### config.mk
export PLATFORM = sky130hd
export DESIGN_NAME = push_button_reset_timer
export DESIGN_NICKNAME = d
export VERILOG_FILES = /design/src/pbrt_pkg.sv /design/src/pin_sync.sv /design/src/push_button_reset_timer.sv
export SDC_FILE = /design/constraint.sdc
export NUM_CORES = 1
export LEC_CHECK = 0
export ABC_AREA = 1
export BUFFER_PORTS_ARGS = -buffer_cell sky130_fd_sc_hd__buf_2
export CAP_MARGIN = 20
export CORE_ASPECT_RATIO = 1.1
export CORE_MARGIN = 2
export CORE_UTILIZATION = 40
export CTS_CLUSTER_SIZE = 10
export DETAILED_ROUTE_END_ITERATION = 10
export SLEW_MARGIN = 25
export SYNTH_ARGS = -nofsm -noshare
export SYNTH_HDL_FRONTEND = slang
export SYNTH_HIERARCHICAL = 1
export SYNTH_SLANG_ARGS = --single-unit
### constraint.sdc
create_clock -name ref_clk_i -period 1.78 [get_ports ref_clk_i]
set_input_delay 0.178 -clock ref_clk_i [delete_from_list [all_inputs] [get_ports ref_clk_i]]
set_output_delay 0.178 -clock ref_clk_i [all_outputs]
set_load 0.01 [all_outputs]
### src/pbrt_pkg.sv
package pbrt_pkg;
   // variant encoding
   localparam logic [1:0] VAR_LEVEL  = 2'h0;
   localparam logic [1:0] VAR_FIXED2 = 2'h1;
   localparam logic [1:0] VAR_FIXED1 = 2'h2;

   localparam longint CLK_HZ          = 64'd100000000;
   localparam longint HOLD_LONG_MS    = 64'd12500;
   localparam longint HOLD_SHORT_MS   = 64'd7500;
   localparam longint PULSE_MS        = 64'd400;
   localparam longint POWER_UP_US     = 64'd300;
   localparam longint ZERO_DETECT_US  = 64'd150;

   localparam int CNT_W = 32;
   localparam logic [CNT_W-1:0] HOLD_LONG_CYC  = CNT_W'(HOLD_LONG_MS * CLK_HZ / 64'd1000);
   localparam logic [CNT_W-1:0] HOLD_SHORT_CYC = CNT_W'(HOLD_SHORT_MS * CLK_HZ / 64'd1000);
   localparam logic [CNT_W-1:0] PULSE_CYC      = CNT_W'(PULSE_MS * CLK_HZ / 64'd1000);
   localparam logic [CNT_W-1:0] POWER_UP_CYC   = CNT_W'((POWER_UP_US * CLK_HZ + 64'd999999) / 64'd1000000);
   localparam logic [CNT_W-1:0] ZERO_DETECT_CYC = CNT_W'(ZERO_DETECT_US * CLK_HZ / 64'd1000000);
   localparam logic [CNT_W-1:0] CNT_ZERO = '0;
   localparam logic [CNT_W-1:0] CNT_ONE  = CNT_W'(1);

   typedef enum logic [1:0] {
      ST_POWER_UP = 2'h0,
      ST_ARMED    = 2'h1,
      ST_ASSERT   = 2'h3,
      ST_SPENT    = 2'h2
   } ctl_state_t;
endpackage : pbrt_pkg

### src/pin_sync.sv
`timescale 1ns/1ns
module pin_sync
   import pbrt_pkg::*;
(
   input  wire logic ref_clk_i,
   input  wire logic rst_i,
   input  wire logic pin_i,
   input  wire logic reset_value_i,
   output logic      level_o
);
   typedef struct packed {
      logic s1;
      logic s2;
      logic s3;
      logic lvl;
      logic init;
   } sync_t;

   sync_t st;
   sync_t next_st;

   // a change counts once the second and third stages agree
   always_comb begin
      next_st      = st;
      next_st.s1   = pin_i;
      next_st.s2   = st.s1;
      next_st.s3   = st.s2;
      next_st.init = 1'b1;
      if (!st.init) begin
         // start the compare stages at the idle level so no false change follows reset
         next_st.s2  = reset_value_i;
         next_st.s3  = reset_value_i;
         next_st.lvl = reset_value_i;
      end else if (st.s2 == st.s3) begin
         next_st.lvl = st.s3;
      end
   end

   always_ff @(posedge ref_clk_i or posedge rst_i) begin
      if (rst_i) begin
         st <= '0;
      end else begin
         st <= next_st;
      end
   end

   assign level_o = st.lvl;
endmodule : pin_sync

### src/push_button_reset_timer.sv
`timescale 1ns/1ns
module push_button_reset_timer
   import pbrt_pkg::*;
#(
   parameter logic [1:0]       VARIANT         = VAR_FIXED2,
   parameter logic [CNT_W-1:0] HOLD_LONG_CYCLES  = HOLD_LONG_CYC,
   parameter logic [CNT_W-1:0] HOLD_SHORT_CYCLES = HOLD_SHORT_CYC,
   parameter logic [CNT_W-1:0] PULSE_CYCLES      = PULSE_CYC
)(
   input  wire logic ref_clk_i,
   input  wire logic rst_i,
   input  wire logic button_input_a_i,
   input  wire logic button_input_b_i,
   input  wire logic hold_time_select_i,
   output logic      reset_n_out_o,
   output logic      reset_n_oe_o
);
   typedef struct packed {
      ctl_state_t       state;
      logic [CNT_W-1:0] cnt;
      logic             sel_high;
      logic             oe;
   } ctl_t;

   ctl_t st;
   ctl_t next_st;
   logic a_lvl;
   logic b_lvl;
   logic sel_lvl;
   logic pressed;
   logic [CNT_W-1:0] hold_cyc;

   pin_sync u_sync_a (
      .ref_clk_i     (ref_clk_i),
      .rst_i         (rst_i),
      .pin_i         (button_input_a_i),
      .reset_value_i (1'b1),
      .level_o       (a_lvl)
   );

   pin_sync u_sync_b (
      .ref_clk_i     (ref_clk_i),
      .rst_i         (rst_i),
      .pin_i         (button_input_b_i),
      .reset_value_i (1'b1),
      .level_o       (b_lvl)
   );

   // the select pin is a board level too and must not reach the state logic raw
   pin_sync u_sync_sel (
      .ref_clk_i     (ref_clk_i),
      .rst_i         (rst_i),
      .pin_i         (hold_time_select_i),
      .reset_value_i (1'b0),
      .level_o       (sel_lvl)
   );

   // the single-input variant looks only at input a
   always_comb begin
      if (VARIANT == VAR_FIXED1) begin
         pressed = !a_lvl;
      end else begin
         pressed = !a_lvl && !b_lvl;
      end
   end

   // zero hold still needs the detection delay
   always_comb begin
      if (VARIANT == VAR_LEVEL) begin
         hold_cyc = st.sel_high ? HOLD_LONG_CYCLES : HOLD_SHORT_CYCLES;
      end else begin
         hold_cyc = st.sel_high ? ZERO_DETECT_CYC : HOLD_SHORT_CYCLES;
      end
   end

   always_comb begin
      next_st = st;
      case (st.state)
         ST_POWER_UP: begin
            next_st.cnt      = st.cnt + CNT_ONE;
            next_st.sel_high = sel_lvl;
            if (st.cnt >= POWER_UP_CYC - CNT_ONE) begin
               next_st.state = ST_ARMED;
               next_st.cnt   = CNT_ZERO;
            end
         end
         ST_ARMED: begin
            if (!pressed) begin
               next_st.cnt      = CNT_ZERO;
               next_st.sel_high = sel_lvl;
            end else if (st.cnt >= hold_cyc - CNT_ONE) begin
               next_st.state = ST_ASSERT;
               next_st.cnt   = CNT_ZERO;
               next_st.oe    = 1'b1;
            end else begin
               next_st.cnt = st.cnt + CNT_ONE;
            end
         end
         ST_ASSERT: begin
            if (VARIANT == VAR_LEVEL) begin
               if (!pressed) begin
                  next_st.state = ST_ARMED;
                  next_st.oe    = 1'b0;
                  next_st.sel_high = sel_lvl;
               end
            end else begin
               // inputs are not looked at during the pulse
               next_st.cnt = st.cnt + CNT_ONE;
               if (st.cnt >= PULSE_CYCLES - CNT_ONE) begin
                  next_st.state = ST_SPENT;
                  next_st.cnt   = CNT_ZERO;
                  next_st.oe    = 1'b0;
               end
            end
         end
         ST_SPENT: begin
            if (!pressed) begin
               next_st.state    = ST_ARMED;
               next_st.sel_high = sel_lvl;
            end
         end
         default: begin
            next_st = '0;
         end
      endcase
   end

   always_ff @(posedge ref_clk_i or posedge rst_i) begin
      if (rst_i) begin
         st <= '0;
      end else begin
         st <= next_st;
      end
   end

   assign reset_n_out_o = 1'b0;
   assign reset_n_oe_o  = st.oe;
endmodule : push_button_reset_timer

# Yosys cells after proc, flatten, opt, wreduce, memory -nomap -nowiden
# Index checks and enable logic that the tools add are counted.
# W data, S select, Z words.
op_classes:
  n_eq_ne: 15
  magnitude_cmp: 3
  n_reduce_logical: 11
  add_sub_neg: 2
  mux: 25
op_table:
  columns: ["operator", "count"]
  rows:
  - ["$pmux W32 S3", 1]
  - ["$mux W34", 2]
  - ["$mux W32", 2]
  - ["$add A32 B1 Y32 const B", 1]
  - ["$ge A32 B15 Y1 const B", 1]
  - ["$ge A32 B26 Y1 const B", 1]
  - ["$ge A32 B32 Y1", 1]
  - ["$sub A30 B1 Y31 const B", 1]
  - ["$mux W30", 1]
  - ["$ne A2 B2 Y1 const B", 9]
  - ["$mux W2", 6]
  - ["$mux W1", 10]
  - ["$pmux W2 S4", 1]
  - ["$reduce_and A5 Y1", 1]
  - ["$eq A2 B2 Y1 const B", 2]
  - ["$pmux W1 S2", 2]
  - ["$reduce_and A4 Y1", 1]
  - ["$reduce_bool A2 Y1", 2]
  - ["$eq A1 B1 Y1", 3]
  - ["$reduce_bool A3 Y1", 1]
  - ["$eq A2 B1 Y1 const B", 1]
  - ["$logic_not A1 Y1", 2]
  - ["$logic_not A2 Y1", 1]
  - ["$reduce_and A2 Y1", 1]
  - ["2 further kinds", 2]
word_totals:
  output_inout_bits: 2
  inputBits: 5
  regBits: 49

# Depth between registers and ports, before layout
# Gate-level depths: netlist of the first run.
logic_depth:
  word_depth: 6
  mapped_depth: 14
  depth_no_buf: 14

# Modules after synthesis
# Netlist of the first run, hierarchy kept.
by_module_without_submodules:
  columns: ["module", "area_each_um2", "instances", "cells_per_inst"]
  rows:
  - ["push_button_reset_timer", 3338.2, 1, 529]
  - ["pin_sync", 181.4, 3, 20]

# Least setup slack after synthesis of the first run
# No wires, ideal clock.
synth_timing:
  path_kind: "register to register"
  startpoint: "reg, netlist name st[1]"
  endpoint: "reg, netlist name st[25]"
  stages_incl_launch_ff: 13
  arrival_time_ps: 1778
  synth_period_minus_slack_ps: 1896
  setup_slack_ps: -116
  path_cell_list: "dfrtp_1 inv_1 ha_1 nand3_1 nor3_1 nand2_1 nand2_1 nand2_1 nand3_1 nand2_2 buf_6 nand3_1 nand2_1"

==> results of run 1 <==
## final timing paths
| path | startpoint | cells after the start | endpoint |
|---|---|---|---|
| setup / recovery | st[1] | 13 | st[27] |
| hold / removal | rst_i | 3 | u_sync_sel/level_o |
| max in group asynchronous | rst_i | 4 | st[1] |
| min in group ref_clk_i | u_sync_sel/st[4] | 2 | u_sync_sel/st[3] |
| setup reg to reg | st[1] | 13 | st[27] |
| hold reg to reg | u_sync_sel/st[4] | 2 | u_sync_sel/st[3] |
## worst reg2reg max path: stages, from the launching register on
cell and delay [ns]:
dfrtp_2 0.52, buf_8 0.19, ha_4 0.28, inv_4 0.04, nor3_4 0.17, nand2_1 0.09
nor2_2 0.09, nand2_2 0.07, nand3_2 0.09, nand2_4 0.08, buf_6 0.15, clkbuf_16 0.16
nand3_1 0.07, nand2_1 0.05
## power by group
part           internal [mW]  switching [mW]
registers               1.19          0.0223
clock network          0.291           0.456
logic                 0.0953           0.121
total                   1.57           0.599
## layout make-up
cell class,count,area share [%]
Clock inverter,3,0.516
Multi-Input combinational cell,444,47.8
Clock buffer,5,1.35
Timing Repair Buffer,92,16.5
Tap cell,117,2.87
Inverter,79,5.92
Sequential cell,51,25.1
## Yosys cell counts, drive strengths merged (2+ instances only)
cell	instances
a21oi	13
clkbuf	5
xnor2	8
nand4	11
buf	11
conb	5
o21ai	3
nor2	73
xor2	14
nor3	11
ha	20
inv	79
nor3b	2
nand3	50
nand2	228
dfrtp	51
## metal layers
| layer | track usage (%) | vias to the layer above | routed length (µm) |
|---|---|---|---|
| li1 | - | 1966 | - |
| met1 | 26.0 | 1768 | 4670 |
| met2 | 37.7 | 78 | 5400 |
| met3 | 2.79 | 20 | 346 |
| met4 | 8.73 | 0 | 309 |
| met5 | 0 | - | 0 |
## timing repair
item | in CTS | in global routing
endpoints found under the setup margin | 34 | 34
endpoints found under the hold margin | 18 | 0
pin swaps | 2 | 11
resized for setup | 40 | 22
cloned | 3 | 1
hold buffers | 4 | 0
buffers inserted | 5 | 1
## logic make-up after synthesis
group / count (synthesis) / synth area share (%)
other cells: 5 / 0.483
fa+ha+maj: 20 / 6.45
flops: 51 / 32.9
buf+inv: 96 / 11.3
compound gates: 17 / 2.64
simple gates: 378 / 41.3
xor+xnor: 22 / 4.96
## sequential cells by signal, indices dropped and copies added (netlist names)
| signal | count |
|---|---|
| u_sync_a/level_o | 1 |
| u_sync_a/st | 4 |
| u_sync_sel/level_o | 1 |
| st | 35 |
| u_sync_sel/st | 4 |
| u_sync_b/st | 4 |
| u_sync_b/level_o | 1 |
| reset_n_oe_o | 1 |
==> impl_metrics.tcl, run 1 <==
set metrics [dict create \
    status "finished with violations" \
    violations "negative setup slack" \
    endpoint_kind "flip-flop" \
    layout_common_cells "nand2_1, inv_1, buf_4" \
    via_per_inst 4.84 \
    tns_ns -10.77 \
    drive_gt1_share_pct 24.3 \
    crit_chain "buf_8, ha_4, inv_4, nor3_4, nand2_1, nor2_2, nand2_2, nand3_2, nand2_4, buf_6, clkbuf_16, nand3_1, nand2_1" \
    slowest_delay_ns 0.52 \
    cts.sinks 51 \
    setup_viol 34 \
    grt_pass1_vias 3792 \
    ir_drop_v 0.000413 \
    whs_ns 0.329 \
    die_h_um 107 \
    clkTransAtPathRegs_ns 0.11 \
    grt_start_max_net_pins 37 \
    final_common_cell "nand2_1" \
    drv_cap 0 \
    power.density_nw_per_um2 426 \
    std_cell_rows 37 \
    hold_viol 0 \
    fin_cells 791 \
    netlist_instances 589 \
    placed_area_um2 4510 \
    min_period_over_period_pct 120 \
    multiInputGateArea_um2 2430 \
    ys.flop_type "dfrtp_1" \
    wl_per_cell_um 13.6 \
    die_w_um 97.9 \
    fmax_mhz 469 \
    synth_warnings 6 \
    drc 0 \
    n_antenna_cell 0 \
    holdCritPathClass "primary input to async pin" \
    synth_top_area_share_pct 32.9 \
    initial_core_util_pct 41.3 \
    fin_util_pct 54.2 \
    num-fill-cells 935 \
    clock_skew_ns 0.0143 \
    leakage_nw 2.79 \
    setup_slack_ns -0.351 \
    first_pass_iters 4 \
    path_delay_family "simple AND/OR/NAND/NOR gates" \
    ys_ff_latch 51 \
    tritoncts "yes" \
    vias 3832 \
    rrSetupSlack_ns -0.35 \
    placed_cells 769 \
    worstPathRequired_ns 2.01 \
    synth-edff-count 0 \
    async_reset_ff_share_pct 100 \
    syn_area_um2 3880 \
    core_um2 9400 \
    cts_buffers 5 \
    finalNetCount 698 \
    dpl.hpwl_um 7720 \
    grt_pass1_wl_um 17800 \
    cp_common_cell "nand2_1" \
    post-place-ws_ns -0.290 \
    gp_congestion 0.880 \
    regArea_um2 1280 \
    clk_latency_ns 0.33 \
    rsz0062_at_grt "true" \
    worst-path-max-fanout 6 \
    grt_usage_pct 21.3 \
    ys_seq_area_share_pct 32.9 \
    path_class "flip-flop to flip-flop" \
    portBuffers 5 \
    synth_top_area_cell "dfrtp_1" \
    ys_types 32 \
    slew_viol_final 0 \
    cts.path.max_buffers 2 \
    ant_nets 0 \
    worst_path_max_delay_cell "dfrtp_2" \
    overflow 0 \
    drtIter0Drc 178 \
    grt_antenna_before_repair 0 \
    drt_wl_total_um 10700 \
    cp.buffers_inverters 4 \
    area_growth_syn_to_layout_pct 31.2 \
    finalPower_mw 2.17 \
    final_cell_area_um2 5090 \
    arrival_ns 2.36 \
    die_area_um2 10500 \
    ctsRootBufferMaster "clkbuf_8" \
    period_minus_slack_ns 2.13 \
    crit_path_start_kind "flip-flop" \
    syn_area_per_cell_um2 6.59 \
    synth_area_leaders "dfrtp_1, nand2_1, inv_1, nor2_1, ha_1" \
    cts_max_level 2 \
    ios 7 \
]
Power figures use the tool's default switching activity.
==> inputs of run 2 (changes only) <==
--- a/config.mk
+++ b/config.mk
@@ -10,9 +10,10 @@
 export CAP_MARGIN = 20
 export CORE_ASPECT_RATIO = 1.1
 export CORE_MARGIN = 2
-export CORE_UTILIZATION = 40
+export CORE_UTILIZATION = 58
 export CTS_CLUSTER_SIZE = 10
 export DETAILED_ROUTE_END_ITERATION = 10
+export PLACE_DENSITY = 0.77
 export SLEW_MARGIN = 25
 export SYNTH_ARGS = -nofsm -noshare
 export SYNTH_HDL_FRONTEND = slang
==> impl_metrics.tcl, run 2 (synthesized netlist as in run 1, its figures left out) <==
set metrics [dict create \
    grt_pass1_vias 3960 \
    rrSetupSlack_ns -0.48 \
    power.density_nw_per_um2 450 \
    initial_core_util_pct 59.6 \
    cts_buffers 5 \
    worstPathRequired_ns 1.99 \
    ir_drop_v 0.000622 \
    finalNetCount 692 \
    ant_nets 0 \
    drv_cap 0 \
    hold_viol 0 \
    via_per_inst 5.54 \
    grt_usage_pct 31.7 \
    final_cell_area_um2 5020 \
    holdCritPathClass "primary input to async pin" \
    num-fill-cells 456 \
    clkTransAtPathRegs_ns 0.11 \
    regArea_um2 1280 \
    multiInputGateArea_um2 2490 \
    n_antenna_cell 0 \
    drtIter0Drc 506 \
    die_area_um2 7370 \
    dpl.hpwl_um 7780 \
    largest_reg_flops 35 \
    grt_antenna_before_repair 0 \
    grt_pass1_wl_um 17900 \
    post-place-ws_ns -0.337 \
    setup_viol 34 \
    slew_viol_final 0 \
    overflow 0 \
    core_um2 6520 \
    tritoncts "yes" \
    vias 4150 \
    largest_register "st" \
    drive_gt1_share_pct 24.6 \
    tns_ns -14.76 \
    cts.path.max_buffers 2 \
    r2r-end "st[3]" \
    setup_slack_ns -0.476 \
    path_class "flip-flop to flip-flop" \
    cts_max_level 2 \
    clock_skew_ns 0.0119 \
    tightest_slew_ns 0.509 \
    die_w_um 82.0 \
    first_pass_iters 7 \
    min_period_over_period_pct 127 \
    die_h_um 89.8 \
    grt_start_max_net_pins 37 \
    layout_common_cells "nand2_1, inv_1, buf_4" \
    rsz0062_at_grt "true" \
    r2r_start "st[1]" \
    slew_headroom_pct 66.1 \
    ctsRootBufferMaster "clkbuf_8" \
    fmax_mhz 443 \
    clk_latency_ns 0.32 \
    worst-path-max-fanout 7 \
    ios 7 \
    gp_congestion 0.995 \
    drt_wl_total_um 12400 \
    drc 0 \
    wl_per_cell_um 16.5 \
    arrival_ns 2.47 \
    endpoint_kind "flip-flop" \
    ff2ff_path_depth 12 \
    placed_area_um2 4420 \
    finalPower_mw 2.26 \
    area_growth_syn_to_layout_pct 29.4 \
    final_common_cell "nand2_1" \
    status "finished with violations" \
    violations "negative setup slack" \
    leakage_nw 2.79 \
    cts.sinks 51 \
    std_cell_rows 31 \
    crit_path_start_kind "flip-flop" \
    period_minus_slack_ns 2.26 \
    portBuffers 5 \
]
-- run 2: cell types whose count changed in the layout (fill, tap and decap cells not counted), sizes merged --
cell / delta
clkinvlp: +1
bufinv: +1
inv: -2
buf: -7
clkbuf: +1
clkinv: -1
-- run 2: how the worst max path moves through the flow --
stage / startpoint / end / depth (start not counted)
6_report: st[1] / st[3] / 12
3_3_place_gp: st[1] / st[34] / 11
3_5_place_dp: st[1] / st[2] / 11
5_1_grt: st[1] / st[8] / 12
2_1_floorplan: st[1] / st[25] / 11
4_1_cts: st[1] / st[2] / 12
-- run 2: final cells by class --
type | count | area share, %
clock buffer | 5 | 1.37
clock inverter | 2 | 0.747
inverter | 79 | 5.90
multi-input combinational | 444 | 49.7
sequential | 51 | 25.4
tap | 82 | 2.04
timing repair buffer | 86 | 14.8
-- run 2: metrics by stage --
stage                     cells  hold slack (ns)  util [%]
after floorplan             591          -0.0435         -
after global placement      730            0.113      67.9
after global routing        749            0.343      77.1
after CTS                   746            0.333      72.9
after detailed placement    730            0.118      67.9
final                       749            0.329      77.1
-- run 2: routing by layer --
| layer | vias to the layer above | track usage (%) | part of all wire (%) |
|---|---|---|---|
| met1 | 1844 | 37.8 | 36 |
| met3 | 90 | 6.33 | 9.1 |
| met4 | 0 | 19.7 | 7.1 |
| li1 | 1955 | - | - |
| met2 | 261 | 51.0 | 48 |
| met5 | - | 0 | 0 |
-- run 2: worst max-delay path, cell delays in order, from the launching register on --
cell and delay (ns):
dfrtp_2 0.51, buf_4 0.18, ha_1 0.29, nand3_1 0.07
nor3_1 0.24, nand2_1 0.13, nand2_2 0.11, nand2_4 0.07
nand3_4 0.12, nand2_8 0.10, clkbuf_16 0.19, nand3_2 0.05
nand2_1 0.05
-- run 2: timing repair --
item                                   CTS  global route
setup endpoints to repair               34            34
endpoints found under the hold margin   18             0
buffers inserted                         5             1
resized for setup                       25            49
pin swaps                               12            23
cloned                                   1             2
hold buffers                             4             0
-- run 2: where the power goes --
group | total (mW) | internal, mW | switching (mW) | leakage (nW)
registers | 1.21 | 1.19 | 0.0228 | 0.665
logic | 0.219 | 0.0875 | 0.131 | 2.07
clock network | 0.834 | 0.412 | 0.423 | 0.0502
total | 2.26 | 1.68 | 0.577 | 2.79
==> inputs of run 3 (changes only) <==
--- a/config.mk
+++ b/config.mk
@@ -14,6 +14,7 @@
 export CTS_CLUSTER_SIZE = 10
 export DETAILED_ROUTE_END_ITERATION = 10
 export PLACE_DENSITY = 0.77
+export RECOVER_POWER = 100
 export SLEW_MARGIN = 25
 export SYNTH_ARGS = -nofsm -noshare
 export SYNTH_HDL_FRONTEND = slang
==> impl_metrics.tcl, run 3 (synthesized netlist as in run 1, its figures left out) <==
set metrics [dict create \
    status "finished with violations" \
    violations "negative setup slack" \
    drc 0 \
    endpoint_kind "flip-flop" \
    arrival_ns 2.47 \
    overflow 0 \
    clkTransAtPathRegs_ns 0.10 \
    fmax_mhz 441 \
    min_period_over_period_pct 127 \
    cp.buffers_inverters 2 \
    cts.sinks 51 \
    path_class "flip-flop to flip-flop" \
    drv_cap 0 \
    vias 4192 \
    ir_drop_v 0.000620 \
    die_w_um 82.0 \
    die_h_um 89.8 \
    portBuffers 5 \
    gp_congestion 0.995 \
    num-fill-cells 458 \
    worstPathRequired_ns 1.99 \
    crit_chain "buf_4, ha_1, nand3_1, nor3_1, nand2_1, nand2_2, nand2_4, nand3_4, nand2_8, buf_8, nand3_2, nand2_1" \
    std_cell_rows 31 \
    cts_buffers 5 \
    first_pass_iters 7 \
    tritoncts "yes" \
    finalPower_mw 2.26 \
    hold_viol 0 \
    n_antenna_cell 0 \
    post-place-ws_ns -0.337 \
    finalNetCount 692 \
    slowest_delay_ns 0.51 \
    grt_pass1_vias 3960 \
    worst-path-max-fanout 8 \
    drive_gt1_share_pct 24.3 \
    rsz0062_at_grt "true" \
    grt_usage_pct 31.7 \
    cp_common_cell "nand2_1" \
    drt_wl_total_um 12400 \
    holdCritPathClass "primary input to async pin" \
    ctsRootBufferMaster "clkbuf_8" \
    setup_viol 34 \
    largest_reg_flops 35 \
    cts.path.max_buffers 2 \
    path_delay_family "simple AND/OR/NAND/NOR gates" \
    tightest_slew_ns 1.00 \
    core_um2 6520 \
    drtIter0Drc 506 \
    clock_skew_ns 0.0109 \
    final_cell_area_um2 5020 \
    whs_ns 0.346 \
    dpl.hpwl_um 7780 \
    ant_nets 0 \
    worst_path_max_delay_cell "dfrtp_2" \
    initial_core_util_pct 59.6 \
    area_growth_syn_to_layout_pct 29.3 \
    largest_register "st" \
    cts_max_level 2 \
    crit_path_start_kind "flip-flop" \
    die_area_um2 7370 \
    slew_headroom_pct 33.1 \
    setup_slack_ns -0.486 \
    ios 7 \
    final_common_cell "nand2_1" \
    layout_common_cells "nand2_1, inv_1, buf_4" \
    period_minus_slack_ns 2.27 \
    placed_area_um2 4420 \
    via_per_inst 5.60 \
    grt_antenna_before_repair 0 \
    grt_start_max_net_pins 37 \
    power.density_nw_per_um2 450 \
    slew_viol_final 0 \
    wl_per_cell_um 16.6 \
    clk_latency_ns 0.32 \
    leakage_nw 2.78 \
    grt_pass1_wl_um 17900 \
]
## run 3: cell types whose count changed in the layout (fill, tap and decap cells not counted), sizes merged
cell	previous run	this run
buf	80	77
clkbuf	7	10
## run 3: worst reg2reg max path: cells and delay by family, from the launching register on
kind | cells | cell delay (ns)
buf+inv | 2 | 0.35
fa+ha+maj | 1 | 0.29
flops | 1 | 0.51
simple gates | 9 | 0.99
## run 3: where the power goes
part           leakage (nW)  total, mW  switching (mW)  internal, mW
clock                0.0502      0.831           0.419         0.412
combinational          2.07      0.218           0.131        0.0864
sequential            0.665       1.21          0.0228          1.19
total                  2.78       2.26           0.573          1.68
## run 3: area by class of cell
| cell class | count | area, µm² | area share (%) |
|---|---|---|---|
| Clock inverter | 2 | 37.5 | 0.748 |
| Clock buffer | 5 | 68.8 | 1.37 |
| Sequential cell | 51 | 1280 | 25.5 |
| Tap cell | 82 | 103 | 2.04 |
| Multi-Input combinational cell | 444 | 2490 | 49.7 |
| Inverter | 79 | 297 | 5.91 |
| Timing Repair Buffer | 86 | 741 | 14.8 |
## run 3: worst paths after layout
kind / to / depth (start not counted) / from / slack, ns
max: st[8] / 12 / st[1] / -0.49
min reg2reg: u_sync_b/st[3] / 2 / u_sync_b/st[4] / 0.47
max in group asynchronous: st[1] / 4 / rst_i / 0.35
min: u_sync_sel/st[3] / 3 / rst_i / 0.35
min in group ref_clk_i: u_sync_b/st[3] / 2 / u_sync_b/st[4] / 0.47
max reg2reg: st[8] / 12 / st[1] / -0.49
## run 3: through the flow
step	TNS, ns	utilization (%)	cells
2_1_floorplan	0	-	591
3_3_place_gp	-7.23	67.9	730
3_5_place_dp	-10.50	67.9	730
4_1_cts	-8.23	72.9	746
5_1_grt	-16.60	77.0	749
6_report	-14.81	77.0	749
## run 3: metal layers
metal | part of all wire [%] | GRT usage [%]
met1 | 36 | 37.8
met2 | 48 | 51.0
met3 | 9.1 | 6.33
met4 | 7.2 | 19.7
met5 | 0 | 0
## run 3: repair_timing
action | 4_1_cts | 5_1_grt
endpoints found under the hold margin | 18 | 0
gates cloned | 1 | 2
buffers inserted | 5 | 1
resized for setup | 25 | 49
endpoints found under the setup margin | 34 | 34
hold buffers | 4 | 0
pin swaps | 12 | 23
